==> src/design/odct_map.svh <==
// Operation
// [RULE1] four segment override prefixes take 2 clocks and steer the next memory operand
// [RULE2] 8e with modrm loads a segment register: 2 register, 9 memory
// [RULE3] 8c with modrm stores a segment register: 2 register, 11 memory
// [RULE4] d7 replaces acc_low_byte with its table byte in 11 clocks
// [RULE5] 8d writes the effective address without memory access in 6 clocks
// [RULE6] c5 loads register and data_segment_reg in 18 clocks, memory only
// [RULE7] c4 loads register and extra_segment_reg in 18 clocks, memory only
// [RULE8] 9f copies low flags into acc_high_byte in 2 clocks
// [RULE9] 9e stores acc_high_byte into low flags in 3 clocks
// [RULE10] group f6/f7 reg 011 negates: 3 register, 10 memory
// [RULE11] 37 unpacked add adjust in 8 clocks
// [RULE12] 27 packed add adjust in 4 clocks
// [RULE13] group reg 100 unsigned multiply: 26-28 register byte, 41-43 memory word
// [RULE14] group reg 101 signed multiply: 25-28 register byte, 40-43 memory word
// [RULE15] 011010s1 three-operand signed multiply: 22-25 register, 29-32 memory; s byte immediate
// [RULE16] group reg 111 signed divide: 44-52 register byte, 59-67 memory word
// [RULE17] d5 0a unpacked adjust before divide in 15 clocks
// [RULE18] 98 sign-extends acc_low_byte into acc_word in 2 clocks
// [RULE19] 84/85 and a8/a9 update flags only, no result; 3/10 clocks; a8/a9 take 3 byte, 4 word
// [RULE20] group reg 010 inverts: 3 register, 10 memory
// [RULE21] a4/a5 moves one string element in 14 clocks
// [RULE22] repeat prefix repeats string move count_register times: 8 plus 8 per element
// [RULE23] opcode bit w selects byte or word and sizes the immediate
// [RULE24] counts are minimums: bytes queued, no waits, aligned words
`ifndef ODCT_MAP_SVH
`define ODCT_MAP_SVH
`define ODCT_PFX_SEG     8'b001??110
`define ODCT_PFX_REP     8'b1111001?
`define ODCT_OP_SEG_LD   8'h8e
`define ODCT_OP_SEG_ST   8'h8c
`define ODCT_OP_XLT      8'hd7
`define ODCT_OP_LEA      8'h8d
`define ODCT_OP_LDS      8'hc5
`define ODCT_OP_LES      8'hc4
`define ODCT_OP_F2AH     8'h9f
`define ODCT_OP_AH2F     8'h9e
`define ODCT_OP_UAA      8'h37
`define ODCT_OP_PAA      8'h27
`define ODCT_OP_UAD      8'hd5
`define ODCT_UAD_2ND     8'h0a
`define ODCT_OP_BSX      8'h98
`define ODCT_OP_TST_RM   8'b1000010?
`define ODCT_OP_TST_ACC  8'b1010100?
`define ODCT_OP_GRP      8'b1111011?
`define ODCT_OP_IMUL3    8'b011010?1
`define ODCT_OP_STRING_MOVE     8'b1010010?
`define ODCT_CYC_SEG_PFX 20'h2
`define ODCT_CYC_SEG_LDR 20'h2
`define ODCT_CYC_SEG_LDM 20'h9
`define ODCT_CYC_SEG_STR 20'h2
`define ODCT_CYC_SEG_STM 20'hb
`define ODCT_CYC_XLT     20'hb
`define ODCT_CYC_LEA     20'h6
`define ODCT_CYC_LPTR    20'h12
`define ODCT_CYC_F2AH    20'h2
`define ODCT_CYC_AH2F    20'h3
`define ODCT_CYC_UN_R    20'h3
`define ODCT_CYC_UN_M    20'ha
`define ODCT_CYC_UAA     20'h8
`define ODCT_CYC_PAA     20'h4
`define ODCT_CYC_MUL_RB  20'h1a
`define ODCT_CYC_MUL_RW  20'h23
`define ODCT_CYC_MUL_MB  20'h20
`define ODCT_CYC_MUL_MW  20'h29
`define ODCT_CYC_SIGNED_MULTIPLY_RB 20'h19
`define ODCT_CYC_SIGNED_MULTIPLY_RW 20'h22
`define ODCT_CYC_SIGNED_MULTIPLY_MB 20'h1f
`define ODCT_CYC_SIGNED_MULTIPLY_MW 20'h28
`define ODCT_CYC_IMI_R   20'h16
`define ODCT_CYC_IMI_M   20'h1d
`define ODCT_CYC_DIV_RB  20'h1d
`define ODCT_CYC_DIV_RW  20'h26
`define ODCT_CYC_DIV_MB  20'h23
`define ODCT_CYC_DIV_MW  20'h2c
`define ODCT_CYC_SIGNED_DIVIDE_RB 20'h2c
`define ODCT_CYC_SIGNED_DIVIDE_RW 20'h35
`define ODCT_CYC_SIGNED_DIVIDE_MB 20'h32
`define ODCT_CYC_SIGNED_DIVIDE_MW 20'h3b
`define ODCT_CYC_UAD     20'hf
`define ODCT_CYC_BSX     20'h2
`define ODCT_CYC_TIMM_R  20'h4
`define ODCT_CYC_TACC_B  20'h3
`define ODCT_CYC_TACC_W  20'h4
`define ODCT_CYC_STRING_MOVE    20'he
`define ODCT_CYC_REP_BAS 20'h8
`endif

==> src/design/odct_pkg.sv <==
package odct_pkg;
  typedef enum logic [2:0] {st_opc, st_modrm, st_ext, st_sub, st_issue, st_exec} odct_state_e;
  typedef enum logic [4:0] {
    op_none, op_seg_ovr, op_seg_load, op_seg_store, op_table_translate,
    op_load_effective_address, op_load_pointer_data_seg, op_load_pointer_extra_seg,
    op_flags_to_high_acc, op_high_acc_to_flags, op_negate, op_unpacked_adjust_add,
    op_packed_adjust_add, op_unsigned_multiply, op_signed_multiply, op_signed_multiply_imm,
    op_unsigned_divide, op_signed_divide, op_unpacked_adjust_divide, op_byte_sign_extend,
    op_test_rm, op_test_acc, op_test_imm_rm, op_invert, op_string_move
  } odct_op_e;
  typedef struct packed {
    odct_state_e st;
    odct_op_e    op;
    logic [7:0]  opc;
    logic [7:0]  modrm;
    logic [15:0] disp;
    logic [15:0] imm;
    logic [2:0]  ext_idx;
    logic [2:0]  disp_n;
    logic [2:0]  imm_n;
    logic        w;
    logic        mem;
    logic        seg_ovr;
    logic [1:0]  seg;
    logic        repeat_prefix;
    logic        q_ready;
    logic        exec_valid;
    logic        exec_done;
    logic        illegal;
    logic        busy;
    logic        start;
    logic [19:0] load;
  } odct_dec_s;
  typedef struct packed {
    logic [19:0] cnt;
  } odct_tmr_s;
endpackage : odct_pkg

==> src/design/odct_tmr_if.sv <==
`timescale 1ns/10ps
`default_nettype none
interface odct_tmr_if;
  logic        start;
  logic [19:0] load;
  logic        done;
  modport ctl (output start, output load, input done);
  modport tmr (input start, input load, output done);
endinterface : odct_tmr_if
`default_nettype wire

==> src/design/odct_decoder.sv <==
`timescale 1ns/10ps
`default_nettype none
`include "odct_map.svh"
module odct_decoder (
  input  wire logic              clk,          // processor clock, 100 MHz
  input  wire logic              rst_n,        // synchronous reset, active low
  input  wire logic              q_valid,      // queue offers a byte
  input  wire logic [7:0]        q_byte,       // instruction byte from the queue
  input  wire logic [15:0]       count_reg,    // repeat count from the execution unit
  output logic                   q_ready,      // decoder takes the byte
  output logic                   exec_valid,   // one-cycle issue pulse
  output odct_pkg::odct_op_e     exec_op,      // decoded operation
  output logic                   exec_word,    // 1 word, 0 byte
  output logic                   exec_mem,     // modrm names memory
  output logic                   exec_seg_ovr, // segment override active
  output logic [1:0]             exec_seg,     // 0 extra, 1 code, 2 stack, 3 data
  output logic                   exec_rep,     // repeat prefix seen
  output logic [7:0]             exec_modrm,   // modrm byte
  output logic [15:0]            exec_disp,    // displacement, sign-extended
  output logic [15:0]            exec_imm,     // immediate, sized by w or s
  output logic [19:0]            exec_cycles,  // minimum clock count issued
  output logic                   exec_done,    // one-cycle end of execution
  output logic                   exec_illegal, // one-cycle bad encoding pulse
  output logic                   busy          // execution in progress
);
  odct_pkg::odct_dec_s s_q;
  odct_pkg::odct_dec_s d;
  logic                acc;
  odct_tmr_if          tif ();

  odct_timer u_tmr (
    .clk   (clk),
    .rst_n (rst_n),
    .tif   (tif)
  );

  // ****************************************
  // minimum cycle table
  // ****************************************
  function automatic logic [19:0] cyc_f(odct_pkg::odct_op_e op, logic m, logic w, logic repeat_prefix,
                                        logic [15:0] n);
    logic [19:0] c;
    c = `ODCT_CYC_BSX;
    case (op)
      odct_pkg::op_seg_ovr:                c = `ODCT_CYC_SEG_PFX; // [RULE1]
      odct_pkg::op_seg_load:               c = m ? `ODCT_CYC_SEG_LDM : `ODCT_CYC_SEG_LDR; // [RULE2]
      odct_pkg::op_seg_store:              c = m ? `ODCT_CYC_SEG_STM : `ODCT_CYC_SEG_STR; // [RULE3]
      odct_pkg::op_table_translate:        c = `ODCT_CYC_XLT; // [RULE4]
      odct_pkg::op_load_effective_address: c = `ODCT_CYC_LEA; // [RULE5]
      odct_pkg::op_load_pointer_data_seg,
      odct_pkg::op_load_pointer_extra_seg: c = `ODCT_CYC_LPTR; // [RULE6] [RULE7]
      odct_pkg::op_flags_to_high_acc:      c = `ODCT_CYC_F2AH; // [RULE8]
      odct_pkg::op_high_acc_to_flags:      c = `ODCT_CYC_AH2F; // [RULE9]
      odct_pkg::op_negate, odct_pkg::op_invert,
      odct_pkg::op_test_rm:                c = m ? `ODCT_CYC_UN_M : `ODCT_CYC_UN_R; // [RULE10]
      odct_pkg::op_test_imm_rm:            c = m ? `ODCT_CYC_UN_M : `ODCT_CYC_TIMM_R;
      odct_pkg::op_test_acc:               c = w ? `ODCT_CYC_TACC_W : `ODCT_CYC_TACC_B; // [RULE19]
      odct_pkg::op_unpacked_adjust_add:    c = `ODCT_CYC_UAA; // [RULE11]
      odct_pkg::op_packed_adjust_add:      c = `ODCT_CYC_PAA; // [RULE12]
      odct_pkg::op_unsigned_multiply:      c = m ? (w ? `ODCT_CYC_MUL_MW : `ODCT_CYC_MUL_MB)
                                                 : (w ? `ODCT_CYC_MUL_RW : `ODCT_CYC_MUL_RB); // [RULE13]
      odct_pkg::op_signed_multiply:        c = m ? (w ? `ODCT_CYC_SIGNED_MULTIPLY_MW : `ODCT_CYC_SIGNED_MULTIPLY_MB)
                                                 : (w ? `ODCT_CYC_SIGNED_MULTIPLY_RW : `ODCT_CYC_SIGNED_MULTIPLY_RB); // [RULE14]
      odct_pkg::op_signed_multiply_imm:    c = m ? `ODCT_CYC_IMI_M : `ODCT_CYC_IMI_R; // [RULE15]
      odct_pkg::op_unsigned_divide:        c = m ? (w ? `ODCT_CYC_DIV_MW : `ODCT_CYC_DIV_MB)
                                                 : (w ? `ODCT_CYC_DIV_RW : `ODCT_CYC_DIV_RB);
      odct_pkg::op_signed_divide:          c = m ? (w ? `ODCT_CYC_SIGNED_DIVIDE_MW : `ODCT_CYC_SIGNED_DIVIDE_MB)
                                                 : (w ? `ODCT_CYC_SIGNED_DIVIDE_RW : `ODCT_CYC_SIGNED_DIVIDE_RB); // [RULE16]
      odct_pkg::op_unpacked_adjust_divide: c = `ODCT_CYC_UAD; // [RULE17]
      odct_pkg::op_byte_sign_extend:       c = `ODCT_CYC_BSX; // [RULE18]
      odct_pkg::op_string_move:            c = repeat_prefix ? `ODCT_CYC_REP_BAS + {1'b0, n, 3'b000}
                                                   : `ODCT_CYC_STRING_MOVE; // [RULE21] [RULE22]
      default:                             c = `ODCT_CYC_BSX;
    endcase
    return c; // minimum only; queue gaps and waits stretch issue, not this figure [RULE24]
  endfunction : cyc_f

  // ****************************************
  // decode sequence
  // ****************************************
  always_comb begin
    d            = s_q;
    acc          = q_valid && s_q.q_ready;
    d.exec_valid = 1'b0;
    d.exec_done  = 1'b0;
    d.illegal    = 1'b0;
    d.start      = 1'b0;
    case (s_q.st)
      odct_pkg::st_opc: begin
        if (acc) begin
          d.opc     = q_byte;
          d.modrm   = 8'h00;
          d.disp    = 16'h0000;
          d.imm     = 16'h0000;
          d.disp_n  = 3'h0;
          d.imm_n   = 3'h0;
          d.ext_idx = 3'h0;
          d.mem     = 1'b0;
          d.w       = 1'b1;
          d.st      = odct_pkg::st_issue;
          casez (q_byte)
            `ODCT_PFX_SEG: begin
              d.op      = odct_pkg::op_seg_ovr;
              d.seg_ovr = 1'b1; // [RULE1]
              d.seg     = q_byte[4:3];
            end
            `ODCT_PFX_REP: begin
              d.repeat_prefix = 1'b1; // [RULE22]
              d.st  = odct_pkg::st_opc;
            end
            `ODCT_OP_SEG_LD: begin
              d.op = odct_pkg::op_seg_load;
              d.st = odct_pkg::st_modrm;
            end
            `ODCT_OP_SEG_ST: begin
              d.op = odct_pkg::op_seg_store;
              d.st = odct_pkg::st_modrm;
            end
            `ODCT_OP_LEA: begin
              d.op = odct_pkg::op_load_effective_address;
              d.st = odct_pkg::st_modrm;
            end
            `ODCT_OP_LDS: begin
              d.op = odct_pkg::op_load_pointer_data_seg;
              d.st = odct_pkg::st_modrm;
            end
            `ODCT_OP_LES: begin
              d.op = odct_pkg::op_load_pointer_extra_seg;
              d.st = odct_pkg::st_modrm;
            end
            `ODCT_OP_TST_RM: begin
              d.op = odct_pkg::op_test_rm;
              d.w  = q_byte[0];
              d.st = odct_pkg::st_modrm;
            end
            `ODCT_OP_GRP: begin
              d.w  = q_byte[0];
              d.st = odct_pkg::st_modrm;
            end
            `ODCT_OP_IMUL3: begin
              d.op = odct_pkg::op_signed_multiply_imm;
              d.st = odct_pkg::st_modrm;
            end
            `ODCT_OP_TST_ACC: begin
              d.op    = odct_pkg::op_test_acc;
              d.w     = q_byte[0];
              d.imm_n = q_byte[0] ? 3'h2 : 3'h1; // [RULE23]
              d.st    = odct_pkg::st_ext;
            end
            `ODCT_OP_UAD: begin
              d.op = odct_pkg::op_unpacked_adjust_divide;
              d.st = odct_pkg::st_sub;
            end
            `ODCT_OP_STRING_MOVE: begin
              d.op = odct_pkg::op_string_move;
              d.w  = q_byte[0]; // [RULE23]
            end
            `ODCT_OP_XLT:  d.op = odct_pkg::op_table_translate;
            `ODCT_OP_F2AH: d.op = odct_pkg::op_flags_to_high_acc;
            `ODCT_OP_AH2F: d.op = odct_pkg::op_high_acc_to_flags;
            `ODCT_OP_UAA:  d.op = odct_pkg::op_unpacked_adjust_add;
            `ODCT_OP_PAA:  d.op = odct_pkg::op_packed_adjust_add;
            `ODCT_OP_BSX:  d.op = odct_pkg::op_byte_sign_extend;
            default: begin
              d.op      = odct_pkg::op_none;
              d.illegal = 1'b1;
              d.seg_ovr = 1'b0;
              d.repeat_prefix     = 1'b0;
              d.st      = odct_pkg::st_opc;
            end
          endcase
        end
      end
      odct_pkg::st_sub: begin
        if (acc) begin
          d.st = odct_pkg::st_issue;
          if (q_byte != `ODCT_UAD_2ND) begin
            d.illegal = 1'b1;
            d.seg_ovr = 1'b0;
            d.repeat_prefix     = 1'b0;
            d.st      = odct_pkg::st_opc;
          end
        end
      end
      odct_pkg::st_modrm: begin
        if (acc) begin
          d.modrm  = q_byte;
          d.mem    = (q_byte[7:6] != 2'b11);
          d.disp_n = (q_byte[7:6] == 2'b01) ? 3'h1 :
                     ((q_byte[7:6] == 2'b10) || (q_byte[7:6] == 2'b00 && q_byte[2:0] == 3'b110))
                     ? 3'h2 : 3'h0;
          if (s_q.opc[7:1] == 7'b1111011) begin
            case (q_byte[5:3])
              3'b000:  d.op = odct_pkg::op_test_imm_rm;
              3'b010:  d.op = odct_pkg::op_invert; // [RULE20]
              3'b011:  d.op = odct_pkg::op_negate; // [RULE10]
              3'b100:  d.op = odct_pkg::op_unsigned_multiply; // [RULE13]
              3'b101:  d.op = odct_pkg::op_signed_multiply; // [RULE14]
              3'b110:  d.op = odct_pkg::op_unsigned_divide;
              3'b111:  d.op = odct_pkg::op_signed_divide; // [RULE16]
              default: d.op = odct_pkg::op_none;
            endcase
          end
          if (d.op == odct_pkg::op_test_imm_rm) begin
            d.imm_n = s_q.w ? 3'h2 : 3'h1; // [RULE23]
          end else if (s_q.op == odct_pkg::op_signed_multiply_imm) begin
            d.imm_n = s_q.opc[1] ? 3'h1 : 3'h2; // [RULE15]
          end
          d.st = ((d.disp_n | d.imm_n) != 3'h0) ? odct_pkg::st_ext : odct_pkg::st_issue;
          // pointer loads need memory; segment moves keep reg bit 5 clear
          if ((d.op == odct_pkg::op_none) ||
              ((s_q.op == odct_pkg::op_load_pointer_data_seg ||
                s_q.op == odct_pkg::op_load_pointer_extra_seg) && !d.mem) || // [RULE6] [RULE7]
              ((s_q.op == odct_pkg::op_seg_load || s_q.op == odct_pkg::op_seg_store) &&
               q_byte[5])) begin
            d.illegal = 1'b1;
            d.seg_ovr = 1'b0;
            d.repeat_prefix     = 1'b0;
            d.st      = odct_pkg::st_opc;
          end
        end
      end
      odct_pkg::st_ext: begin
        if (acc) begin
          if (s_q.ext_idx < s_q.disp_n) begin
            if (s_q.ext_idx[0]) d.disp[15:8] = q_byte;
            else d.disp[7:0] = q_byte;
          end else if (s_q.ext_idx == s_q.disp_n) begin
            d.imm[7:0] = q_byte;
          end else begin
            d.imm[15:8] = q_byte;
          end
          d.ext_idx = s_q.ext_idx + 3'h1;
          if (d.ext_idx == s_q.disp_n + s_q.imm_n) d.st = odct_pkg::st_issue;
        end
      end
      odct_pkg::st_issue: begin
        if (s_q.disp_n == 3'h1) d.disp[15:8] = {8{s_q.disp[7]}};
        if (s_q.imm_n == 3'h1) begin
          d.imm[15:8] = (s_q.op == odct_pkg::op_signed_multiply_imm) ?
                        {8{s_q.imm[7]}} : 8'h00; // [RULE15] [RULE23]
        end
        d.load       = cyc_f(s_q.op, s_q.mem, s_q.w, s_q.repeat_prefix, count_reg);
        d.start      = 1'b1;
        d.exec_valid = 1'b1;
        d.st         = odct_pkg::st_exec;
      end
      odct_pkg::st_exec: begin
        if (tif.done) begin
          d.exec_done = 1'b1;
          d.st        = odct_pkg::st_opc;
          // prefixes live until the instruction they qualify finishes
          if (s_q.op != odct_pkg::op_seg_ovr) begin
            d.seg_ovr = 1'b0; // [RULE1]
            d.repeat_prefix     = 1'b0;
          end
        end
      end
      default: d.st = odct_pkg::st_opc;
    endcase
    d.q_ready = (d.st == odct_pkg::st_opc) || (d.st == odct_pkg::st_modrm) ||
                (d.st == odct_pkg::st_ext) || (d.st == odct_pkg::st_sub);
    d.busy    = (d.st == odct_pkg::st_exec);
  end

  always_ff @(posedge clk) begin
    if (!rst_n) begin
      s_q <= '0;
    end else begin
      s_q <= d;
    end
  end

  assign tif.start    = s_q.start;
  assign tif.load     = s_q.load;
  assign q_ready      = s_q.q_ready;
  assign exec_valid   = s_q.exec_valid;
  assign exec_op      = s_q.op;
  assign exec_word    = s_q.w;
  assign exec_mem     = s_q.mem;
  assign exec_seg_ovr = s_q.seg_ovr;
  assign exec_seg     = s_q.seg;
  assign exec_rep     = s_q.repeat_prefix;
  assign exec_modrm   = s_q.modrm;
  assign exec_disp    = s_q.disp;
  assign exec_imm     = s_q.imm;
  assign exec_cycles  = s_q.load;
  assign exec_done    = s_q.exec_done;
  assign exec_illegal = s_q.illegal;
  assign busy         = s_q.busy;
endmodule : odct_decoder
`default_nettype wire

==> src/design/odct_timer.sv <==
`timescale 1ns/10ps
`default_nettype none
// ****************************************
// execution cycle timer
// ****************************************
module odct_timer (
  input  wire logic   clk,   // processor clock
  input  wire logic   rst_n, // synchronous reset, active low
  odct_tmr_if.tmr     tif    // start, load, done
);
  odct_pkg::odct_tmr_s s_q;
  odct_pkg::odct_tmr_s s_d;

  // load n-1 so done lands one cycle early; the decoder registers it, giving n in total
  always_comb begin
    s_d = s_q;
    if (tif.start) begin
      s_d.cnt = tif.load - 20'h1;
    end else if (s_q.cnt != 20'h0) begin
      s_d.cnt = s_q.cnt - 20'h1;
    end
  end

  always_ff @(posedge clk) begin
    if (!rst_n) begin
      s_q <= '0;
    end else begin
      s_q <= s_d;
    end
  end

  assign tif.done = (s_q.cnt == 20'h1);
endmodule : odct_timer
`default_nettype wire

==> config.mk <==
export PLATFORM = sky130hd
export DESIGN_NAME = odct_decoder
export DESIGN_NICKNAME = d
export VERILOG_FILES = /design/src/design/odct_pkg.sv /design/src/design/odct_tmr_if.sv /design/src/design/odct_decoder.sv /design/src/design/odct_timer.sv
export VERILOG_INCLUDE_DIRS = /design/src /design/src/design
export SDC_FILE = /design/constraint.sdc
export NUM_CORES = 1
export LEC_CHECK = 0
export BUFFER_PORTS_ARGS = -buffer_cell sky130_fd_sc_hd__buf_4
export CAP_MARGIN = 20
export CORE_AREA = 2 2 95 133
export CTS_BUF_LIST = sky130_fd_sc_hd__clkbuf_4
export DETAILED_ROUTE_END_ITERATION = 6
export DIE_AREA = 0 0 97 135
export HOLD_SLACK_MARGIN = 0.1
export PLACE_DENSITY = 0.93
export SYNTH_ARGS = -nofsm -noshare
export SYNTH_HDL_FRONTEND = slang
export SYNTH_SLANG_ARGS = --single-unit
==> constraint.sdc <==
create_clock -name clk -period 4.9 [get_ports clk]
set_clock_uncertainty 0.05 [all_clocks]
set_input_delay 0 -clock clk [delete_from_list [all_inputs] [get_ports clk]]
set_output_delay 0 -clock clk [all_outputs]
set_load 0.02 [all_outputs]
=== After elaboration in Yosys (flattened, before gate mapping) ===
Cells that the tools add are included.

* Bits in registers: 117
* Input port bits: 27
* Output and inout bits: 76
* Logic and storage cells: 255

* Add/sub/neg operators: 5
* Order comparisons: 1
* Equal/unequal tests: 87
* Multiplexer cells: 91
* Bitwise logic cells: 1
* Reduce and logical (&&, ||, !) cells: 46

{| class="wikitable"
|+ Operators with widths
! operator !! count
|-
| one-hot mux 20 bit (18 select lines) || 1
|-
| one-hot mux 5 bit (18 select lines) || 1
|-
| equality test 8 bit (second input constant) || 10
|-
| 2-to-1 mux 8 bit || 9
|-
| 2-to-1 mux 71 bit || 1
|-
| 2-to-1 mux 20 bit || 3
|-
| 2-to-1 mux 6 bit || 8
|-
| one-hot mux 8 bit (3 select lines) || 2
|-
| equality test 5 bit (second input constant) || 9
|-
| equality test 7 bit (second input constant) || 6
|-
| inequality test 2 bit (second input constant) || 20
|-
| subtractor 20 x 1 -> 20 bit (second input constant) || 2
|-
| 2-to-1 mux 3 bit || 12
|-
| OR reduction 18 bit || 2
|-
| equality test 5 x 4 -> 1 bit (second input constant) || 7
|-
| 2-to-1 mux 35 bit || 1
|-
| one-hot mux 5 bit (7 select lines) || 1
|-
| 2-to-1 mux 16 bit || 2
|-
| 2-to-1 mux 4 bit || 8
|-
| one-hot mux 8 bit (2 select lines) || 2
|-
| 2-to-1 mux 5 bit || 5
|-
| equality test 3 bit (second input constant) || 8
|-
| one-hot mux 11 bit (2 select lines) || 1
|-
| 2-to-1 mux 21 bit || 1
|-
| other kinds (48) || 109
|}

=== Longest topological paths before layout ===
* Depth after elaboration: 19
* Gate-level depth with buffers: 10
* Depth with buffers taken out: 8

=== Modules after synthesis ===
From an unflattened synthesis, not the netlist that was laid out.

* Cells, all modules: 992
* Area, all modules: 7,851.3 µm²

{| class="wikitable"
|+ By module, submodules not included
! module !! instances !! cells an instance !! area an instance (µm²) !! sequential area each (µm²)
|-
| odct_decoder || 1 || 806 || 6,283.5 || 1,881.8
|-
| odct_timer || 1 || 186 || 1,567.8 || 400.4
|}

=== Worst setup path after synthesis ===
Ideal clock, no wire load.

* Kind: flip-flop to flip-flop
* From: register u_tmr.s_q[0] (netlist name)
* To: register u_tmr.s_q[18] (netlist name)
* Setup time: 79 ps
* Data arrival time: 2,220 ps
* Required time: 4,771 ps
* Setup slack: 2,551 ps
* Stages on the path, launching flop included: 10
* Buffers on the path: 1
* Clock period less this slack: 2,349 ps
* Cells stage by stage: dfxtp_1 > inv_1 > ha_1 > or3b_2 > clkbuf_1 > or3_4 > nor4b_4 > xor2_1 > nor2_1 > a211oi_2

* Word-level cells in the longest chain between the ends: 3
* Elaborated cells between the ends (all ways): 5
* Those cells by class: add/sub: 1; mux: 2; reduce/logical: 2

{| class="wikitable"
|+ RTL lines
! item !! line !! text
|-
| from (decl) || odct_timer.sv:11 || <nowiki>odct_pkg::odct_tmr_s s_q;</nowiki>
|-
| from (signal assigned) || odct_timer.sv:26 || <nowiki>s_q <= '0;</nowiki>
|-
| from (signal assigned) || odct_timer.sv:28 || <nowiki>s_q <= s_d;</nowiki>
|-
| subtractor 20 x 1 -> 20 bit || odct_timer.sv:20 || <nowiki>s_d.cnt = s_q.cnt - 20'h1;</nowiki>
|-
| 2-to-1 mux 20 bit || odct_timer.sv:19 || <nowiki>end else if (s_q.cnt != 20'h0) begin</nowiki>
|-
| 2-to-1 mux 20 bit || odct_timer.sv:17 || <nowiki>if (tif.start) begin</nowiki>
|}

Several ways; a longest one is shown, not always the timed one. The select of a mux whose other input is x is not followed.
A chain may end at the register's enable or synchronous reset.

=== Worst setup path in the final report ===
* From: register s_q[96] (netlist name)
* To: register s_q, in the netlist exec_cycles[19]

* Word-level cells in the longest chain between the ends: 1

{| class="wikitable"
|+ RTL lines
! item !! line !! text
|-
| from (decl) || odct_decoder.sv:26 || <nowiki>odct_pkg::odct_dec_s s_q;</nowiki>
|-
| from (signal assigned) || odct_decoder.sv:268 || <nowiki>s_q <= '0;</nowiki>
|-
| from (signal assigned) || odct_decoder.sv:270 || <nowiki>s_q <= d;</nowiki>
|-
| equality test 3 bit || odct_decoder.sv:88 || <nowiki>case (s_q.st)</nowiki>
|}

Every way passes these cells.

==> summary.txt <==
Status
  – Outcome: finished, violations left
  – Violations in the final reports: design-rule violations

Floorplanning
  – # IOs: 103
  – Die area: 13100 sq um
  – DIE WIDTH: 97 um
  – Die height: 135 um
  – Starting Density: 61.9%
  – Cell row count: 47
  – Core area: 11800 sq um

Yosys
  – Mapped Cells: 943
  – Area contributors post-synth: dfxtp_1 (31%), buf_4 (6.9%), nor2_1 (4.8%), nand2_1 (4.6%), xnor2_1 (4.1%)
  – Leading area contributor after synthesis: dfxtp_1
  – Number of warnings issued by yosys: 0
  – Post-synthesis compound-gate area fraction: 22.6%
  – Post-Syn Nets: 984
  – Post-synthesis mux area share: 1.56%
  – #FFs+latches synth: 114
  – Most used DFF post-synth: dfxtp_1
  – Fraction of registers with async set or reset after synthesis: 0%
  – Mapped cell area: 7320 sq um
  – Distinct cell type count after synthesis: 78
  – EDFF count, synth: 0
  – XOR/XNOR Fraction of Synth Area: 5.50%
  – Synthesized area per cell: 7.76 sq um
  – Synth top area share: 31.2%
  – Main combinational cell family by area after synthesis: simple AND/OR/NAND/NOR gates
  – Synth Area in Adders: 2.49%
  – Synth Area in Simple Gates: 25.4%
  – Sequential share of the synthesized area: 31.2%

Timing
  – FMAX: 0.326 GHz
  – RSZ-0062 raised after global routing: false
  – Count of final max-slew check failures: 0
  – Worst-Margin Slew: 0.961 ns
  – Final hold violations: 0
  – Fin crit share: 62.6%
  – Tmin final: 3.07 ns
  – Max_slew headroom: 35.9%
  – Number of setup violations in the final report: 0
  – Setup TNS: 0 ns

Clocking
  – Depth of the CTS H-tree: 4
  – # hold bufs at CTS: 34
  – TritonCTS buffer count: 17
  – CTS max path bufs: 2
  – # Post-CTS Setup Buffers: 0
  – CTS tree: yes
  – Clock sinks: 114
  – CTS root buffer: clkbuf_4
  – PostCTS Resize Cnt: 0
  – Worst-Skew Late Latency: 0.53 ns
  – Clk slew on worst S/H paths: 0.11 ns

Detailed routing
  – Via Count: 7380
  – Final WL: 20400 um
  – Final ANT Viol Nets: 0
  – Initial DRC count: 944
  – Post-route DRC: 7
  – DR pass1 iterations: 7
  – Routed wire per std cell: 17.9 um
  – Drt via density: 6.50

GRT
  – Total grt overflow: 0
  – Number of global-route vias before repair: 6816
  – First-pass GRT wire length: 32600 um
  – Initial antenna violation count: 1
  – Largest net degree at the start of global routing: 49
  – Total global-route track usage: 30.2%

Pwr
  – Max rail drop VDD: 0.202 mV
  – Pleak: 3.20 nW
  – Overall power: 2.41 mW
  – P per Cell Area: 295 nW/um^2

Setup path
  – CP cell instances: inv_1 -> nor3_1 -> nand2_1 -> a211oi_1 -> buf_4 -> nand4_1 -> dlygate4sd3_1 -> a21oi_1
  – CP Class: reg2reg
  – Critical Path End Type: flip-flop
  – Slowest cell on crit path: dfxtp_1
  – Crit-path max cell delay: 0.67 ns
  – Worst Path Required: 5.31 ns
  – CP Launch Type: flip-flop
  – CP Data Arrival Time: 3.47 ns
  – Crit Path Max Fanout: 16

Place
  – Routability cong.: 0.981
  – Placed inst area: 7560 sq um
  – Placed cells: 1067
  – Detailed placement HPWL: 13800 um
  – PortBufs: 102

Cells and area
  – Layout cell share with drive strength beyond 1: 15.9%
  – Finished Layout Cells: 1135
  – P&R area growth vs syn: 11.6%
  – Nets: 1015
  – # fillers: 969
  – Finished Cell Area: 8170 sq um

Job
  – MaxCap Viol Count: 0

Worst hold path
  – Min-Delay Path Class: in2reg
==> worst max-delay path: cells and delay by family (launching register included) <==
family          cells  cell delay, ns
buf+inv             3            1.02
simple gates        3            0.89
flops               1            0.67
compound gates      2            0.39
==> placed cells by master, fill, tap and decap left out, types with 12 or more instances in the layout <==
master	instances
dfxtp_1	114
nor2_1	94
nand2_1	90
inv_1	18
a32oi_1	12
xnor2_1	34
nand3_1	27
dlygate4sd3_1	34
ha_1	13
clkbuf_4	18
a22oi_1	25
nor2b_1	12
a31oi_1	17
buf_4	106
a211oi_1	24
nor4_1	14
nor3_1	33
nand2b_1	17
xor2_1	12
o21ai_0	41
a21oi_1	52
==> logic make-up after synthesis <==
group	after synthesis
XOR/XNOR	46
AO/OA/AOI/OAI	243
buffers and inverters	151
multiplexers	11
AND/OR/NAND/NOR	364
flip-flops	114
adder cells (fa/ha/maj)	14
==> final timing paths <==
check | startpoint | endpoint | slack [ns] | cells past startpoint
worst max-delay path | s_q[96] | exec_cycles[19] | 1.83 | 8
worst min-delay path | q_byte[7] | s_q[88] | 0.34 | 4
worst max register to register | s_q[96] | exec_cycles[19] | 1.83 | 8
worst min register to register | s_q[88] | s_q[88] | 0.41 | 2
==> area by class of cell <==
cell class	count	area, sq um	share of cell area, %
Multi-Input combinational cell	678	4220	51.6
Clock inverter	15	133	1.62
Inverter	22	82.6	1.01
Timing Repair Buffer	141	1140	14.0
Clock buffer	17	128	1.56
Antenna cell	1	2.50	0.0306
Sequential cell	114	2280	27.9
Tap cell	147	184	2.25
==> metal layers <==
| metal | track usage, % | vias up | routed length (um) | part of all wire, % |
|---|---|---|---|---|
| li1 | - | 3449 | - | - |
| met1 | 34.6 | 3426 | 7850 | 39 |
| met2 | 53.6 | 411 | 10200 | 50 |
| met3 | 5.64 | 94 | 1490 | 7.3 |
| met4 | 15.1 | 0 | 853 | 4.2 |
| met5 | 0 | - | 0 | 0 |
==> synth_stat cells, types with 17 or more instances <==
cell type,instances
dfxtp_1,114
nor2_1,94
nand2_1,90
buf_4,67
a21oi_1,52
clkbuf_1,52
o21ai_0,41
nor3_1,34
xnor2_1,34
nand3_1,27
a22oi_1,25
a211oi_1,24
inv_1,18
a31oi_1,17
nand2b_1,17
==> flip-flops by register name, summed over array words and instances, names as in the netlist, 2 cells and up <==
register	cells
u_tmr.s_q	20
exec_modrm	8
exec_disp	16
exec_seg	2
exec_op	5
exec_imm	16
exec_cycles	20
s_q	18
==> per-stage QoR <==
stage | util, % | hold WS (ns) | worst slack, ns
4_1_cts | 69.1 | 0.296 | 1.93
6_report | 69.2 | 0.338 | 1.83
3_3_place_gp | 64.0 | 0.236 | 2.29
2_1_floorplan | - | 0.104 | 2.55
5_1_grt | 69.2 | 0.316 | 1.61
3_5_place_dp | 64.0 | 0.246 | 2.21
==> power breakdown <==
part           internal [mW]  switching [mW]  total, mW
Clock                  0.256           0.396      0.651
Sequential             0.992          0.0836       1.08
Combinational          0.289           0.392      0.681
Note: power is estimated with default switching activity, not from simulation.
